===== config.mk =====
export PLATFORM = sky130hd
export DESIGN_NAME = octal_event_counter_bank
export DESIGN_NICKNAME = d
export VERILOG_FILES = /design/src/rtl/event_bank_pkg.sv /design/src/rtl/octal_event_counter_bank.sv /design/src/rtl/sync2.sv /design/src/rtl/event_counter_lane.sv
export SDC_FILE = /design/constraint.sdc
export NUM_CORES = 2
export LEC_CHECK = 0
export BUFFER_PORTS_ARGS = -buffer_cell sky130_fd_sc_hd__buf_4
export CORE_UTILIZATION = 45
export CTS_CLUSTER_SIZE = 24
export DETAILED_ROUTE_END_ITERATION = 16
export GPL_TIMING_DRIVEN = 0
export SYNTH_ARGS = -nofsm -noshare
export SYNTH_HDL_FRONTEND = slang
export SYNTH_SLANG_ARGS = --single-unit

===== constraint.sdc =====
create_clock -name pclk -period 5 [get_ports pclk]
set_input_delay 1 -clock pclk [delete_from_list [all_inputs] [get_ports pclk]]
set_output_delay 1 -clock pclk [all_outputs]
set_load 0.02 [all_outputs]

===== src/rtl/event_bank_pkg.sv =====
// Constants, register map and carrier types of the eight-lane event counter bank.
// Assumes an APB master on pclk and a wired-AND run line with an external pull-up.
// Operation
// - Eight 32-bit counters on one 100 MHz clock
// - Per-counter input polarity applied before counting
// - Count chosen input edge, or every clock
// - Counters one, two carry high at terminal
// - Carry output selectable as another counter's input
// - Counters three, four: gate becomes direction
// - Preset terminal count halts the measurement, pulling run line low when drive is set
// - Common and individual gates, usage per counter
// - Run line is open-drain wired-AND, shared
// - Software enables, sets, resets run line usage
// - Watched run line low halts the measurement
// - Drive: release while armed, low when halted
// - External load pulse reloads enabled start values
// - Run line may gate each counter's counting
// - Counter one count read snapshots all counters together
package event_bank_pkg;

   localparam int unsigned NUM_CNT     = 8;
   localparam int unsigned CNT_W       = 32;
   localparam int unsigned CARRY_LANES = 2;
   localparam int unsigned UPDOWN_LO   = 2;
   localparam int unsigned UPDOWN_HI   = 3;

   localparam logic [31:0] TERMINAL  = 32'hffffffff;
   localparam logic [31:0] START_RST = 32'h00000000;

   // Byte offsets on the register bus
   localparam logic [7:0] OFF_CTRL     = 8'h00;
   localparam logic [7:0] OFF_STATUS   = 8'h04;
   localparam logic [7:0] OFF_IRQ_STAT = 8'h08;
   localparam logic [7:0] OFF_IRQ_MASK = 8'h0c;
   localparam logic [7:0] OFF_CMD      = 8'h10;
   localparam logic [7:0] OFF_LOADCMD  = 8'h14;
   localparam logic [7:0] OFF_CFG      = 8'h40;
   localparam logic [7:0] OFF_START    = 8'h60;
   localparam logic [7:0] OFF_COUNT    = 8'h80;

   // Control bits
   localparam int unsigned CTRL_WATCH = 0;
   localparam int unsigned CTRL_DRIVE = 1;
   localparam int unsigned CTRL_FORCE = 2;
   localparam int unsigned CTRL_W     = 3;
   localparam logic [2:0]  CTRL_RST   = 3'h0;

   // Command bits
   localparam int unsigned CMD_ARM  = 0;
   localparam int unsigned CMD_STOP = 1;

   // Status bits
   localparam int unsigned ST_ARMED = 0;
   localparam int unsigned ST_RUN   = 1;
   localparam int unsigned ST_CARRY = 2;

   // Interrupt layout: bits 0..7 terminal reached, bit 8 halt
   localparam int unsigned IRQ_HALT = 8;
   localparam int unsigned IRQ_W    = 9;
   localparam logic [8:0]  IRQ_RST  = 9'h000;

   // Count source select
   localparam logic [1:0] SRC_PIN    = 2'h0;
   localparam logic [1:0] SRC_CARRY0 = 2'h1;
   localparam logic [1:0] SRC_CARRY1 = 2'h2;

   typedef struct packed {
      logic [1:0] src;
      logic       run_ctl;
      logic       load_en;
      logic       preset;
      logic       updown;
      logic       use_ind;
      logic       use_common;
      logic       timer;
      logic       falling;
      logic       invert;
   } counter_cfg_t;

   localparam int unsigned  CFG_W   = $bits(counter_cfg_t);
   localparam counter_cfg_t CFG_RST = '0;

   typedef struct packed {
      logic               run;
      logic               load;
      logic               common;
      logic [NUM_CNT-1:0] gate;
      logic [NUM_CNT-1:0] cnt;
   } pin_bundle_t;

endpackage


===== src/rtl/octal_event_counter_bank.sv =====
// Top of the eight-lane event counter bank with APB register slave and run line.
// Assumes pins are asynchronous and an external pull-up holds the run line high.
`timescale 1ns/10ps
`default_nettype none
module octal_event_counter_bank (
   input  wire logic        pclk,
   input  wire logic        presetn,
   input  wire logic        psel,
   input  wire logic        penable,
   input  wire logic        pwrite,
   input  wire logic [31:0] paddr,
   input  wire logic [31:0] pwdata,
   output logic      [31:0] prdata,
   output logic             pready,
   output logic             pslverr,
   input  wire logic [7:0]  count_in,
   input  wire logic [7:0]  gate_in,
   input  wire logic        common_gate_in,
   input  wire logic        load_in,
   input  wire logic        run_in,
   output logic             run_out,
   output logic             run_oe,
   output logic      [1:0]  carry_out,
   output logic             irq
);

   localparam int unsigned N = event_bank_pkg::NUM_CNT;

   event_bank_pkg::pin_bundle_t  raw;
   event_bank_pkg::pin_bundle_t  syn;
   event_bank_pkg::counter_cfg_t cfg_ff     [N];
   event_bank_pkg::counter_cfg_t nxt_cfg    [N];
   logic [31:0]                  start_ff   [N];
   logic [31:0]                  nxt_start  [N];
   logic [N-1:0][31:0]           snap_ff;
   logic [N-1:0][31:0]           nxt_snap;
   logic [N-1:0][31:0]           cnt_val;
   logic [N-1:0]                 carry_vec;
   logic [N-1:0]                 term_vec;
   logic [N-1:0]                 lane_cin;
   logic [N-1:0]                 lane_load;
   logic [N-1:0]                 preset_vec;
   logic [N-1:0]                 load_sw;
   logic [2:0]                   ctrl_ff;
   logic [2:0]                   nxt_ctrl;
   logic [8:0]                   stat_ff;
   logic [8:0]                   nxt_stat;
   logic [8:0]                   mask_ff;
   logic [8:0]                   nxt_mask;
   logic [8:0]                   ev;
   logic                         armed_ff;
   logic                         nxt_armed;
   logic                         load_prev_ff;
   logic                         run_oe_ff;
   logic                         nxt_run_oe;
   logic                         irq_ff;
   logic                         nxt_irq;
   logic [31:0]                  prdata_ff;
   logic [31:0]                  nxt_prdata;
   logic                         err_ff;
   logic                         nxt_err;
   logic                         setup;
   logic                         wr;
   logic                         snap_take;
   logic                         ext_load;
   logic                         preset_hit;
   logic                         watch_low;
   logic                         stop_cmd;
   logic                         halt_ev;
   logic                         mapped;
   logic [2:0]                   idx;

   // Word at a fixed offset
   function automatic logic word_hit(input logic [31:0] a, input logic [7:0] off);
      return a == {24'h000000, off};
   endfunction

   // Word inside an eight-word bank aligned to 32 bytes
   function automatic logic bank_hit(input logic [31:0] a, input logic [7:0] base);
      return (a[31:5] == {24'h000000, base[7:5]}) && (a[1:0] == 2'h0);
   endfunction

   assign raw = {run_in, load_in, common_gate_in, gate_in, count_in};

   sync2 #(
      .WIDTH ($bits(event_bank_pkg::pin_bundle_t))
   ) u_sync (
      .pclk    (pclk),
      .presetn (presetn),
      .d       (raw),
      .q       (syn)
   );

   // Count source per lane, carries allow chaining
   always_comb
   begin
      for (int i = 0; i < N; i++)
      begin
         unique case (cfg_ff[i].src)
            event_bank_pkg::SRC_CARRY0: lane_cin[i] = carry_vec[0];
            event_bank_pkg::SRC_CARRY1: lane_cin[i] = carry_vec[1];
            default:                    lane_cin[i] = syn.cnt[i];
         endcase
         preset_vec[i] = cfg_ff[i].preset;
         lane_load[i]  = (ext_load & cfg_ff[i].load_en) | load_sw[i];
      end
   end

   for (genvar g = 0; g < N; g++)
   begin : g_lane
      event_counter_lane #(
         .UPDOWN_CAP ((g == event_bank_pkg::UPDOWN_LO) || (g == event_bank_pkg::UPDOWN_HI))
      ) u_lane (
         .pclk        (pclk),
         .presetn     (presetn),
         .cfg         (cfg_ff[g]),
         .cin         (lane_cin[g]),
         .common_gate (syn.common),
         .ind_gate    (syn.gate[g]),
         .run_high    (syn.run),
         .armed       (armed_ff),
         .load        (lane_load[g]),
         .start_val   (start_ff[g]),
         .count       (cnt_val[g]),
         .carry       (carry_vec[g]),
         .term_hit    (term_vec[g])
      );
   end

   always_comb
   begin
      setup      = psel & ~penable;
      wr         = psel & penable & pwrite;
      idx        = paddr[4:2];
      mapped     = word_hit(paddr, event_bank_pkg::OFF_CTRL)
                 | word_hit(paddr, event_bank_pkg::OFF_STATUS)
                 | word_hit(paddr, event_bank_pkg::OFF_IRQ_STAT)
                 | word_hit(paddr, event_bank_pkg::OFF_IRQ_MASK)
                 | word_hit(paddr, event_bank_pkg::OFF_CMD)
                 | word_hit(paddr, event_bank_pkg::OFF_LOADCMD)
                 | bank_hit(paddr, event_bank_pkg::OFF_CFG)
                 | bank_hit(paddr, event_bank_pkg::OFF_START)
                 | bank_hit(paddr, event_bank_pkg::OFF_COUNT);
      snap_take  = setup & ~pwrite & word_hit(paddr, event_bank_pkg::OFF_COUNT);
      load_sw    = (wr && word_hit(paddr, event_bank_pkg::OFF_LOADCMD)) ? pwdata[N-1:0] : '0;
      ext_load   = syn.load & ~load_prev_ff;
      stop_cmd   = wr & word_hit(paddr, event_bank_pkg::OFF_CMD)
                 & pwdata[event_bank_pkg::CMD_STOP];
      preset_hit = |(term_vec & preset_vec);
      watch_low  = ctrl_ff[event_bank_pkg::CTRL_WATCH] & ~syn.run;
      halt_ev    = armed_ff & (preset_hit | watch_low | stop_cmd);
      ev         = {halt_ev, term_vec};

      nxt_ctrl   = ctrl_ff;
      nxt_mask   = mask_ff;
      nxt_armed  = armed_ff;
      nxt_snap   = snap_ff;
      nxt_stat   = stat_ff;
      nxt_prdata = prdata_ff;
      nxt_err    = 1'b0;
      for (int i = 0; i < N; i++)
      begin
         nxt_cfg[i]   = cfg_ff[i];
         nxt_start[i] = start_ff[i];
      end

      if (wr && word_hit(paddr, event_bank_pkg::OFF_CTRL))
      begin
         nxt_ctrl = pwdata[event_bank_pkg::CTRL_W-1:0];
      end
      if (wr && word_hit(paddr, event_bank_pkg::OFF_IRQ_MASK))
      begin
         nxt_mask = pwdata[event_bank_pkg::IRQ_W-1:0];
      end
      if (wr && word_hit(paddr, event_bank_pkg::OFF_IRQ_STAT))
      begin
         nxt_stat = stat_ff & ~pwdata[event_bank_pkg::IRQ_W-1:0];
      end
      nxt_stat = nxt_stat | ev;
      if (wr && bank_hit(paddr, event_bank_pkg::OFF_CFG))
      begin
         nxt_cfg[idx] = pwdata[event_bank_pkg::CFG_W-1:0];
      end
      if (wr && bank_hit(paddr, event_bank_pkg::OFF_START))
      begin
         nxt_start[idx] = pwdata;
      end
      if (wr && word_hit(paddr, event_bank_pkg::OFF_CMD) && pwdata[event_bank_pkg::CMD_ARM])
      begin
         nxt_armed = 1'b1;
      end
      if (halt_ev)
      begin
         nxt_armed = 1'b0;
      end
      if (snap_take)
      begin
         nxt_snap = cnt_val;
      end

      if (setup)
      begin
         nxt_err    = ~mapped;
         nxt_prdata = 32'h00000000;
         if (!pwrite)
         begin
            if (word_hit(paddr, event_bank_pkg::OFF_CTRL))
            begin
               nxt_prdata = {{(32-event_bank_pkg::CTRL_W){1'b0}}, ctrl_ff};
            end
            else if (word_hit(paddr, event_bank_pkg::OFF_STATUS))
            begin
               nxt_prdata = {28'h0000000, carry_vec[1:0], syn.run, armed_ff};
            end
            else if (word_hit(paddr, event_bank_pkg::OFF_IRQ_STAT))
            begin
               nxt_prdata = {{(32-event_bank_pkg::IRQ_W){1'b0}}, stat_ff};
            end
            else if (word_hit(paddr, event_bank_pkg::OFF_IRQ_MASK))
            begin
               nxt_prdata = {{(32-event_bank_pkg::IRQ_W){1'b0}}, mask_ff};
            end
            else if (bank_hit(paddr, event_bank_pkg::OFF_CFG))
            begin
               nxt_prdata = {{(32-event_bank_pkg::CFG_W){1'b0}}, cfg_ff[idx]};
            end
            else if (bank_hit(paddr, event_bank_pkg::OFF_START))
            begin
               nxt_prdata = start_ff[idx];
            end
            else if (bank_hit(paddr, event_bank_pkg::OFF_COUNT))
            begin
               nxt_prdata = (idx == 3'h0) ? cnt_val[0] : snap_ff[idx];
            end
         end
      end

      // Open drain: enable means pull low
      nxt_run_oe = nxt_ctrl[event_bank_pkg::CTRL_FORCE]
                 | (nxt_ctrl[event_bank_pkg::CTRL_DRIVE] & ~nxt_armed);
      nxt_irq    = |(nxt_stat & nxt_mask);
   end

   always_ff @(posedge pclk or negedge presetn)
   begin
      if (!presetn)
      begin
         ctrl_ff      <= event_bank_pkg::CTRL_RST;
         mask_ff      <= event_bank_pkg::IRQ_RST;
         stat_ff      <= event_bank_pkg::IRQ_RST;
         armed_ff     <= 1'b0;
         load_prev_ff <= 1'b0;
         run_oe_ff    <= 1'b0;
         irq_ff       <= 1'b0;
         prdata_ff    <= 32'h00000000;
         err_ff       <= 1'b0;
         snap_ff      <= '0;
         for (int i = 0; i < N; i++)
         begin
            cfg_ff[i]   <= event_bank_pkg::CFG_RST;
            start_ff[i] <= event_bank_pkg::START_RST;
         end
      end
      else
      begin
         ctrl_ff      <= nxt_ctrl;
         mask_ff      <= nxt_mask;
         stat_ff      <= nxt_stat;
         armed_ff     <= nxt_armed;
         load_prev_ff <= syn.load;
         run_oe_ff    <= nxt_run_oe;
         irq_ff       <= nxt_irq;
         prdata_ff    <= nxt_prdata;
         err_ff       <= nxt_err;
         snap_ff      <= nxt_snap;
         for (int i = 0; i < N; i++)
         begin
            cfg_ff[i]   <= nxt_cfg[i];
            start_ff[i] <= nxt_start[i];
         end
      end
   end

   assign prdata    = prdata_ff;
   assign pready    = 1'b1;
   assign pslverr   = psel & penable & err_ff;
   assign run_out   = 1'b0;
   assign run_oe    = run_oe_ff;
   assign carry_out = carry_vec[event_bank_pkg::CARRY_LANES-1:0];
   assign irq       = irq_ff;

   chk_preset_halts: assert property (
      @(posedge pclk) disable iff (!presetn)
      armed_ff && preset_hit |=> !armed_ff)
      else $error("preset terminal did not halt");

   chk_watch_halts: assert property (
      @(posedge pclk) disable iff (!presetn)
      armed_ff && ctrl_ff[event_bank_pkg::CTRL_WATCH] && !syn.run |=> !armed_ff)
      else $error("low run line did not halt");

   chk_drive_release: assert property (
      @(posedge pclk) disable iff (!presetn)
      armed_ff && !ctrl_ff[event_bank_pkg::CTRL_FORCE] |-> !run_oe)
      else $error("run line pulled while armed");

   chk_drive_pull: assert property (
      @(posedge pclk) disable iff (!presetn)
      $fell(armed_ff) && ctrl_ff[event_bank_pkg::CTRL_DRIVE] |-> run_oe && !run_out)
      else $error("run line not pulled after halt");

   chk_snap_coherent: assert property (
      @(posedge pclk) disable iff (!presetn)
      snap_take |=> snap_ff == $past(cnt_val))
      else $error("snapshot not coherent");

endmodule
`default_nettype wire


===== src/rtl/sync2.sv =====
// Two-flop synchroniser for a bundle of asynchronous pin levels.
// Assumes the inputs are slow levels; no bus coherence is provided.
`timescale 1ns/10ps
`default_nettype none
module sync2 #(
   parameter int unsigned WIDTH = 1
) (
   input  wire logic             pclk,
   input  wire logic             presetn,
   input  wire logic [WIDTH-1:0] d,
   output logic      [WIDTH-1:0] q
);

   logic [WIDTH-1:0] meta_ff;
   logic [WIDTH-1:0] q_ff;

   if (WIDTH < 1)
   begin : g_chk
      $error("sync2 WIDTH must be at least one");
   end

   always_ff @(posedge pclk or negedge presetn)
   begin
      if (!presetn)
      begin
         meta_ff <= '0;
         q_ff    <= '0;
      end
      else
      begin
         meta_ff <= d;
         q_ff    <= meta_ff;
      end
   end

   assign q = q_ff;

endmodule
`default_nettype wire


===== src/rtl/event_counter_lane.sv =====
// One 32-bit counter lane: polarity, edge or timer count, gates, direction, load.
// Assumes synchronised inputs on pclk; load has priority over counting.
`timescale 1ns/10ps
`default_nettype none
module event_counter_lane #(
   parameter bit UPDOWN_CAP = 1'b0
) (
   input  wire logic                          pclk,
   input  wire logic                          presetn,
   input  wire event_bank_pkg::counter_cfg_t  cfg,
   input  wire logic                          cin,
   input  wire logic                          common_gate,
   input  wire logic                          ind_gate,
   input  wire logic                          run_high,
   input  wire logic                          armed,
   input  wire logic                          load,
   input  wire logic [31:0]                   start_val,
   output logic      [31:0]                   count,
   output logic                               carry,
   output logic                               term_hit
);

   logic [31:0] count_ff;
   logic [31:0] nxt_count;
   logic        prev_ff;
   logic        nxt_prev;
   logic        carry_ff;
   logic        nxt_carry;
   logic        term_ff;
   logic        nxt_term;
   logic        lvl;
   logic        edge_seen;
   logic        dir_mode;
   logic        up;
   logic        gate_ok;
   logic        cnt_en;

   always_comb
   begin
      lvl       = cin ^ cfg.invert;
      edge_seen = cfg.falling ? (prev_ff & ~lvl) : (~prev_ff & lvl);
      dir_mode  = UPDOWN_CAP & cfg.updown;
      up        = dir_mode ? ind_gate : 1'b1;
      gate_ok   = (~cfg.use_common | common_gate)
                & (dir_mode | ~cfg.use_ind | ind_gate);
      cnt_en    = armed & gate_ok & (~cfg.run_ctl | run_high)
                & (cfg.timer | edge_seen);
      nxt_prev  = lvl;
      nxt_count = count_ff;
      if (load)
      begin
         nxt_count = start_val;
      end
      else if (cnt_en)
      begin
         nxt_count = up ? count_ff + 32'h00000001 : count_ff - 32'h00000001;
      end
      nxt_carry = (nxt_count == event_bank_pkg::TERMINAL);
      nxt_term  = nxt_carry & ~carry_ff;
   end

   always_ff @(posedge pclk or negedge presetn)
   begin
      if (!presetn)
      begin
         count_ff <= event_bank_pkg::START_RST;
         prev_ff  <= 1'b0;
         carry_ff <= 1'b0;
         term_ff  <= 1'b0;
      end
      else
      begin
         count_ff <= nxt_count;
         prev_ff  <= nxt_prev;
         carry_ff <= nxt_carry;
         term_ff  <= nxt_term;
      end
   end

   assign count    = count_ff;
   assign carry    = carry_ff;
   assign term_hit = term_ff;

   chk_carry_at_terminal: assert property (
      @(posedge pclk) disable iff (!presetn)
      carry_ff == (count_ff == event_bank_pkg::TERMINAL))
      else $error("carry does not match terminal count");

   chk_timer_step_up: assert property (
      @(posedge pclk) disable iff (!presetn)
      cfg.timer && cnt_en && up && !load |=> count_ff == $past(count_ff) + 32'h00000001)
      else $error("timer did not advance by one");

   chk_gate_holds: assert property (
      @(posedge pclk) disable iff (!presetn)
      cfg.use_common && !common_gate && !load |=> $stable(count_ff))
      else $error("counter moved while gate inactive");

   chk_down_step: assert property (
      @(posedge pclk) disable iff (!presetn)
      dir_mode && !ind_gate && cnt_en && !load
      |=> count_ff == $past(count_ff) - 32'h00000001)
      else $error("down count did not step by one");

   chk_load_value: assert property (
      @(posedge pclk) disable iff (!presetn)
      load |=> count_ff == $past(start_val))
      else $error("load did not take start value");

endmodule
`default_nettype wire


==> results.py <==
metrics = {
    "clocking": {
        "ctsRootBufferMaster": "clkbuf_16",
        "tritoncts": "yes",
        "clkSlewWorstSetupHoldPaths_ps": 60,
        "clk_latency_ps": 720,
        "tritoncts.num_buffers": 108,
        "clock_tree.buffer_depth": 3,
        "cts.sink_count": 944,
        "clock_tree.htree_level_count": 3,
    },
    "worst_setup_path": {
        "critical_path_required_ps": 5550,
        "worstSetupEndpointType": "register",
        "worst-setup-path-type": "register to register",
        "worst_setup_path_start_kind": "register",
        "worst_endpoint_data_arrival_time_ps": 5650,
        "timing.critical_path.fanout_max": 10,
    },
    "placed_design": {
        "placement.io_buffers": 122,
        "numPlacedInstances": 6065,
        "place.detailed.hpwl_um": 162000,
        "detailed_place.area_um2": 53000,
        "place_congestion": 1.05,
    },
    "timing": {
        "report.final.hold_viol_count": 0,
        "setup_total_negative_slack_ps": -104,
        "max_slew_margin_pct": -6.54,
        "worst_clock_skew_ps": 31.2,
        "final_period_minus_worst_setup_slack_ps": 5100,
        "rsz_0062_raised_after_global_routing": "true",
        "fmax_mhz": 196,
        "final.hold.worst_slack_ps": 259,
        "fin_crit_sh_pct": 102,
        "final-setup-viol-count": 1,
        "count_of_final_max_slew_check_failures": 5,
        "least_margin_pin_slew_ps": 1580,
        "post-route-worst-setup-slack_ps": -104,
    },
    "pwr": {
        "power_switching_w": 0.00393,
        "seq_power_share_pct": 46.0,
        "power.density_nw_per_um2": 292,
        "irDropWorstVdd_v": 0.000287,
        "power.share.combinational_pct": 3.7,
        "internal_power_w": 0.0127,
        "p_leak_nw": 25.0,
        "power.switching_fraction_pct": 23.6,
        "share_clk_of_total_power_pct": 50.2,
    },
    "hold_path": {
        "timing.hold.worst.class": "input port to asynchronous set/reset pin",
    },
    "die": {
        "die_h_um": 335,
        "placement_rows": 121,
        "initial_utilization_pct": 45.6,
        "core_box_area_um2": 109000,
        "floorplan.die.width_um": 335,
        "ios": 127,
        "die-area_um2": 112000,
    },
    "synth": {
        "synth.yosys.seq_area_share_pct": 47.3,
        "syn-instance-count": 4453,
        "synth-xor-area-share_pct": 4.03,
        "post_synth_mux_area_share_pct": 21.9,
        "synth_adder_area_share_pct": 0.601,
        "synth_simple_gate_area_share_pct": 14.2,
        "synth_warnings": 0,
        "yosys_reg_bits": 944,
        "dominant_combinational_cell_family_by_area_after_synthesis": "multiplexers",
        "netlist_area_before_placement_um2": 49900,
        "syn_nets": 4565,
        "synth-edff-count": 0,
        "ys.flop_type": "dfrtp_1",
        "synth-compound-area-share_pct": 8.83,
        "synthArstFlopShare_pct": 100,
        "ys_types": 93,
        "syn_area_per_cell_um2": 11.2,
    },
    "finish": {
        "fin_util_pct": 52.2,
        "layout_overhead_on_the_synthesized_area_pct": 14.3,
        "finish.instance_area_um2": 57100,
        "final_cells": 6285,
        "final_layout_size_suffix_gt1_share_pct": 25.4,
        "count_of_fill_cells_added_during_filler_insertion": 9864,
        "final_nets": 4816,
    },
    "routing": {
        "routedWlPerCell_um": 32.8,
        "detail_route.iter0.violations": 5258,
        "drc_errors": 0,
        "route.final.wire_length_um": 206000,
        "via_per_inst": 6.45,
        "first_pass_iters": 7,
        "drtAntennaViolNets": 0,
        "via_count": 40500,
    },
    "status": {
        "status": "finished, violations left",
        "violated_checks": "capacitance limit, slew limit, setup timing",
    },
    "global_routing": {
        "grt_overflow": 0,
        "first_global_vias": 38200,
        "grt_antenna_before_repair": 14,
        "global_route.usage.total_pct": 36.6,
        "grt_max_degree": 117,
        "grt_pass1_wl_um": 291000,
    },
    "run": {
        "cap_viol_max_count": 1,
    },
}
==> cells in the mapped netlist, types with 47 or more instances <==
master    instances  share of area, %
dfrtp_1         944                47
mux2_2          583                13
nand2_1         460               3.5
o21ai_0         286               2.9
clkbuf_1        196               1.5
nor2_1          160               1.2
mux4_2          156               7.0
xnor2_1         141               2.5
nand4_1         140               1.8
nand3_1         134               1.3
xor2_1           89               1.6
nor3_1           88              0.88
mux2i_1          87               1.7
nor4_1           82               1.0
inv_1            66              0.50
a21oi_1          65              0.65
buf_1            57              0.43
and3_1           53              0.66
buf_2            47              0.47
==> worst max-delay path: stages (launching register included) <==
cell      delay [ps]
dfrtp_1          360
buf_2            370
a22oi_1          180
xnor2_1          170
o21ai_1          890
nand3_1          560
clkbuf_1         400
clkbuf_1         350
o21ai_0          380
nand4_1          250
a221oi_1         330
nand4_1          240
nor3_4           420
==> kinds of logic after synthesis <==
family                   count (synthesis)
AND/OR/NAND/NOR                       1378
flip-flops                             944
multiplexers                           826
AO/OA/AOI/OAI                          669
buffers and inverters                  380
XOR/XNOR                               230
adder cells (fa/ha/maj)                 24
other                                    2
==> sequential cells by signal, indices dropped and copies added (netlist names), 9 cells and up <==
signal,flops
mask_ff,9
start_ff,256
u_sync.meta_ff,19
stat_ff,9
cfg_ff,88
g_lane.u_lane.count,256
u_sync.q,19
prdata,32
snap_ff,224
==> power by group through the flow <==
stage	Combinational, W	Sequential (W)	Clock (W)
2_1_floorplan	0.000197	0.00781	0
5_1_grt	0.000664	0.00767	0.00872
4_1_cts	0.000620	0.00767	0.00843
3_5_place_dp	0.000617	0.00781	0
3_3_place_gp	0.000584	0.00781	0
6_report	0.000622	0.00767	0.00837
==> worst paths after layout <==
path	start	to	slack (ps)	depth (start not counted)
max reg2reg	g_lane[1].u_lane.carry	g_lane[2].u_lane.term_hit	-100	12
max	g_lane[1].u_lane.carry	g_lane[2].u_lane.term_hit	-100	12
max in group asynchronous	presetn	g_lane[5].u_lane.count[8]	2460	5
min	presetn	u_sync.meta_ff[1]	260	1
min reg2reg	u_sync.meta_ff[11]	u_sync.q[11]	350	0
min in group pclk	u_sync.meta_ff[11]	u_sync.q[11]	350	0
==> layout make-up <==
type | count | area, µm² | area share (%)
clock inverter | 58 | 671 | 1.17
tap | 1476 | 1850 | 3.23
antenna | 10 | 25.0 | 0.0438
buffer | 310 | 1320 | 2.30
clock buffer | 147 | 3050 | 5.34
multi-input combinational | 3129 | 25000 | 43.8
sequential | 944 | 23600 | 41.4
timing repair buffer | 143 | 1320 | 2.31
inverter | 68 | 255 | 0.447
==> cells in the final DEF, fill, tap and decap left out, drive strengths merged, types with 13 or more instances in the layout <==
master and n:
ha 24, a211oi 20, or2 16, mux2i 87
dfrtp 944, mux2 583, or3 39, nand2 460
a22oi 26, nor2b 37, nand3 134, a22o 13
and2 28, a21o 24, mux4 156, a21oi 65
a31oi 29, o211ai 18, buf 252, xor2 89
clkbuf 346, nand2b 14, and4 34, inv 75
and3 53, clkinv 31, or4 31, o21ai 293
xnor2 141, o31ai 29, nand4 140, nor2 161
a2111oi 16, nor3 92, o22a 24, nor4 89
o21a 14
==> through the flow <==
step,total power (W),setup slack (ps)
global placement,0.00840,-8720
detailed placement,0.00843,-1810
finish,0.0167,-104
global route,0.0171,-191
CTS,0.0167,-2.03
floorplan,0.00800,604
==> what timing repair did <==
action | CTS | global route
pin swaps | 3 | 9
resized for setup | 36 | 34
setup buffers | 4 | 3
hold buffers | 0 | 0
endpoints found under the setup margin | 60 | 36
==> routing by layer <==
layer  global-route usage, %  up-vias  part of all wire [%]  wire [µm]
met5                       0        -                 0.031         64
met4                    14.4       10                   4.7       9640
met2                    50.1     2169                    41      83700
met1                    53.9    20900                    44      91100
li1                        -    17000                     -          -
met3                    10.5      384                    10      21500
Note: power is estimated with default switching activity, not from simulation.
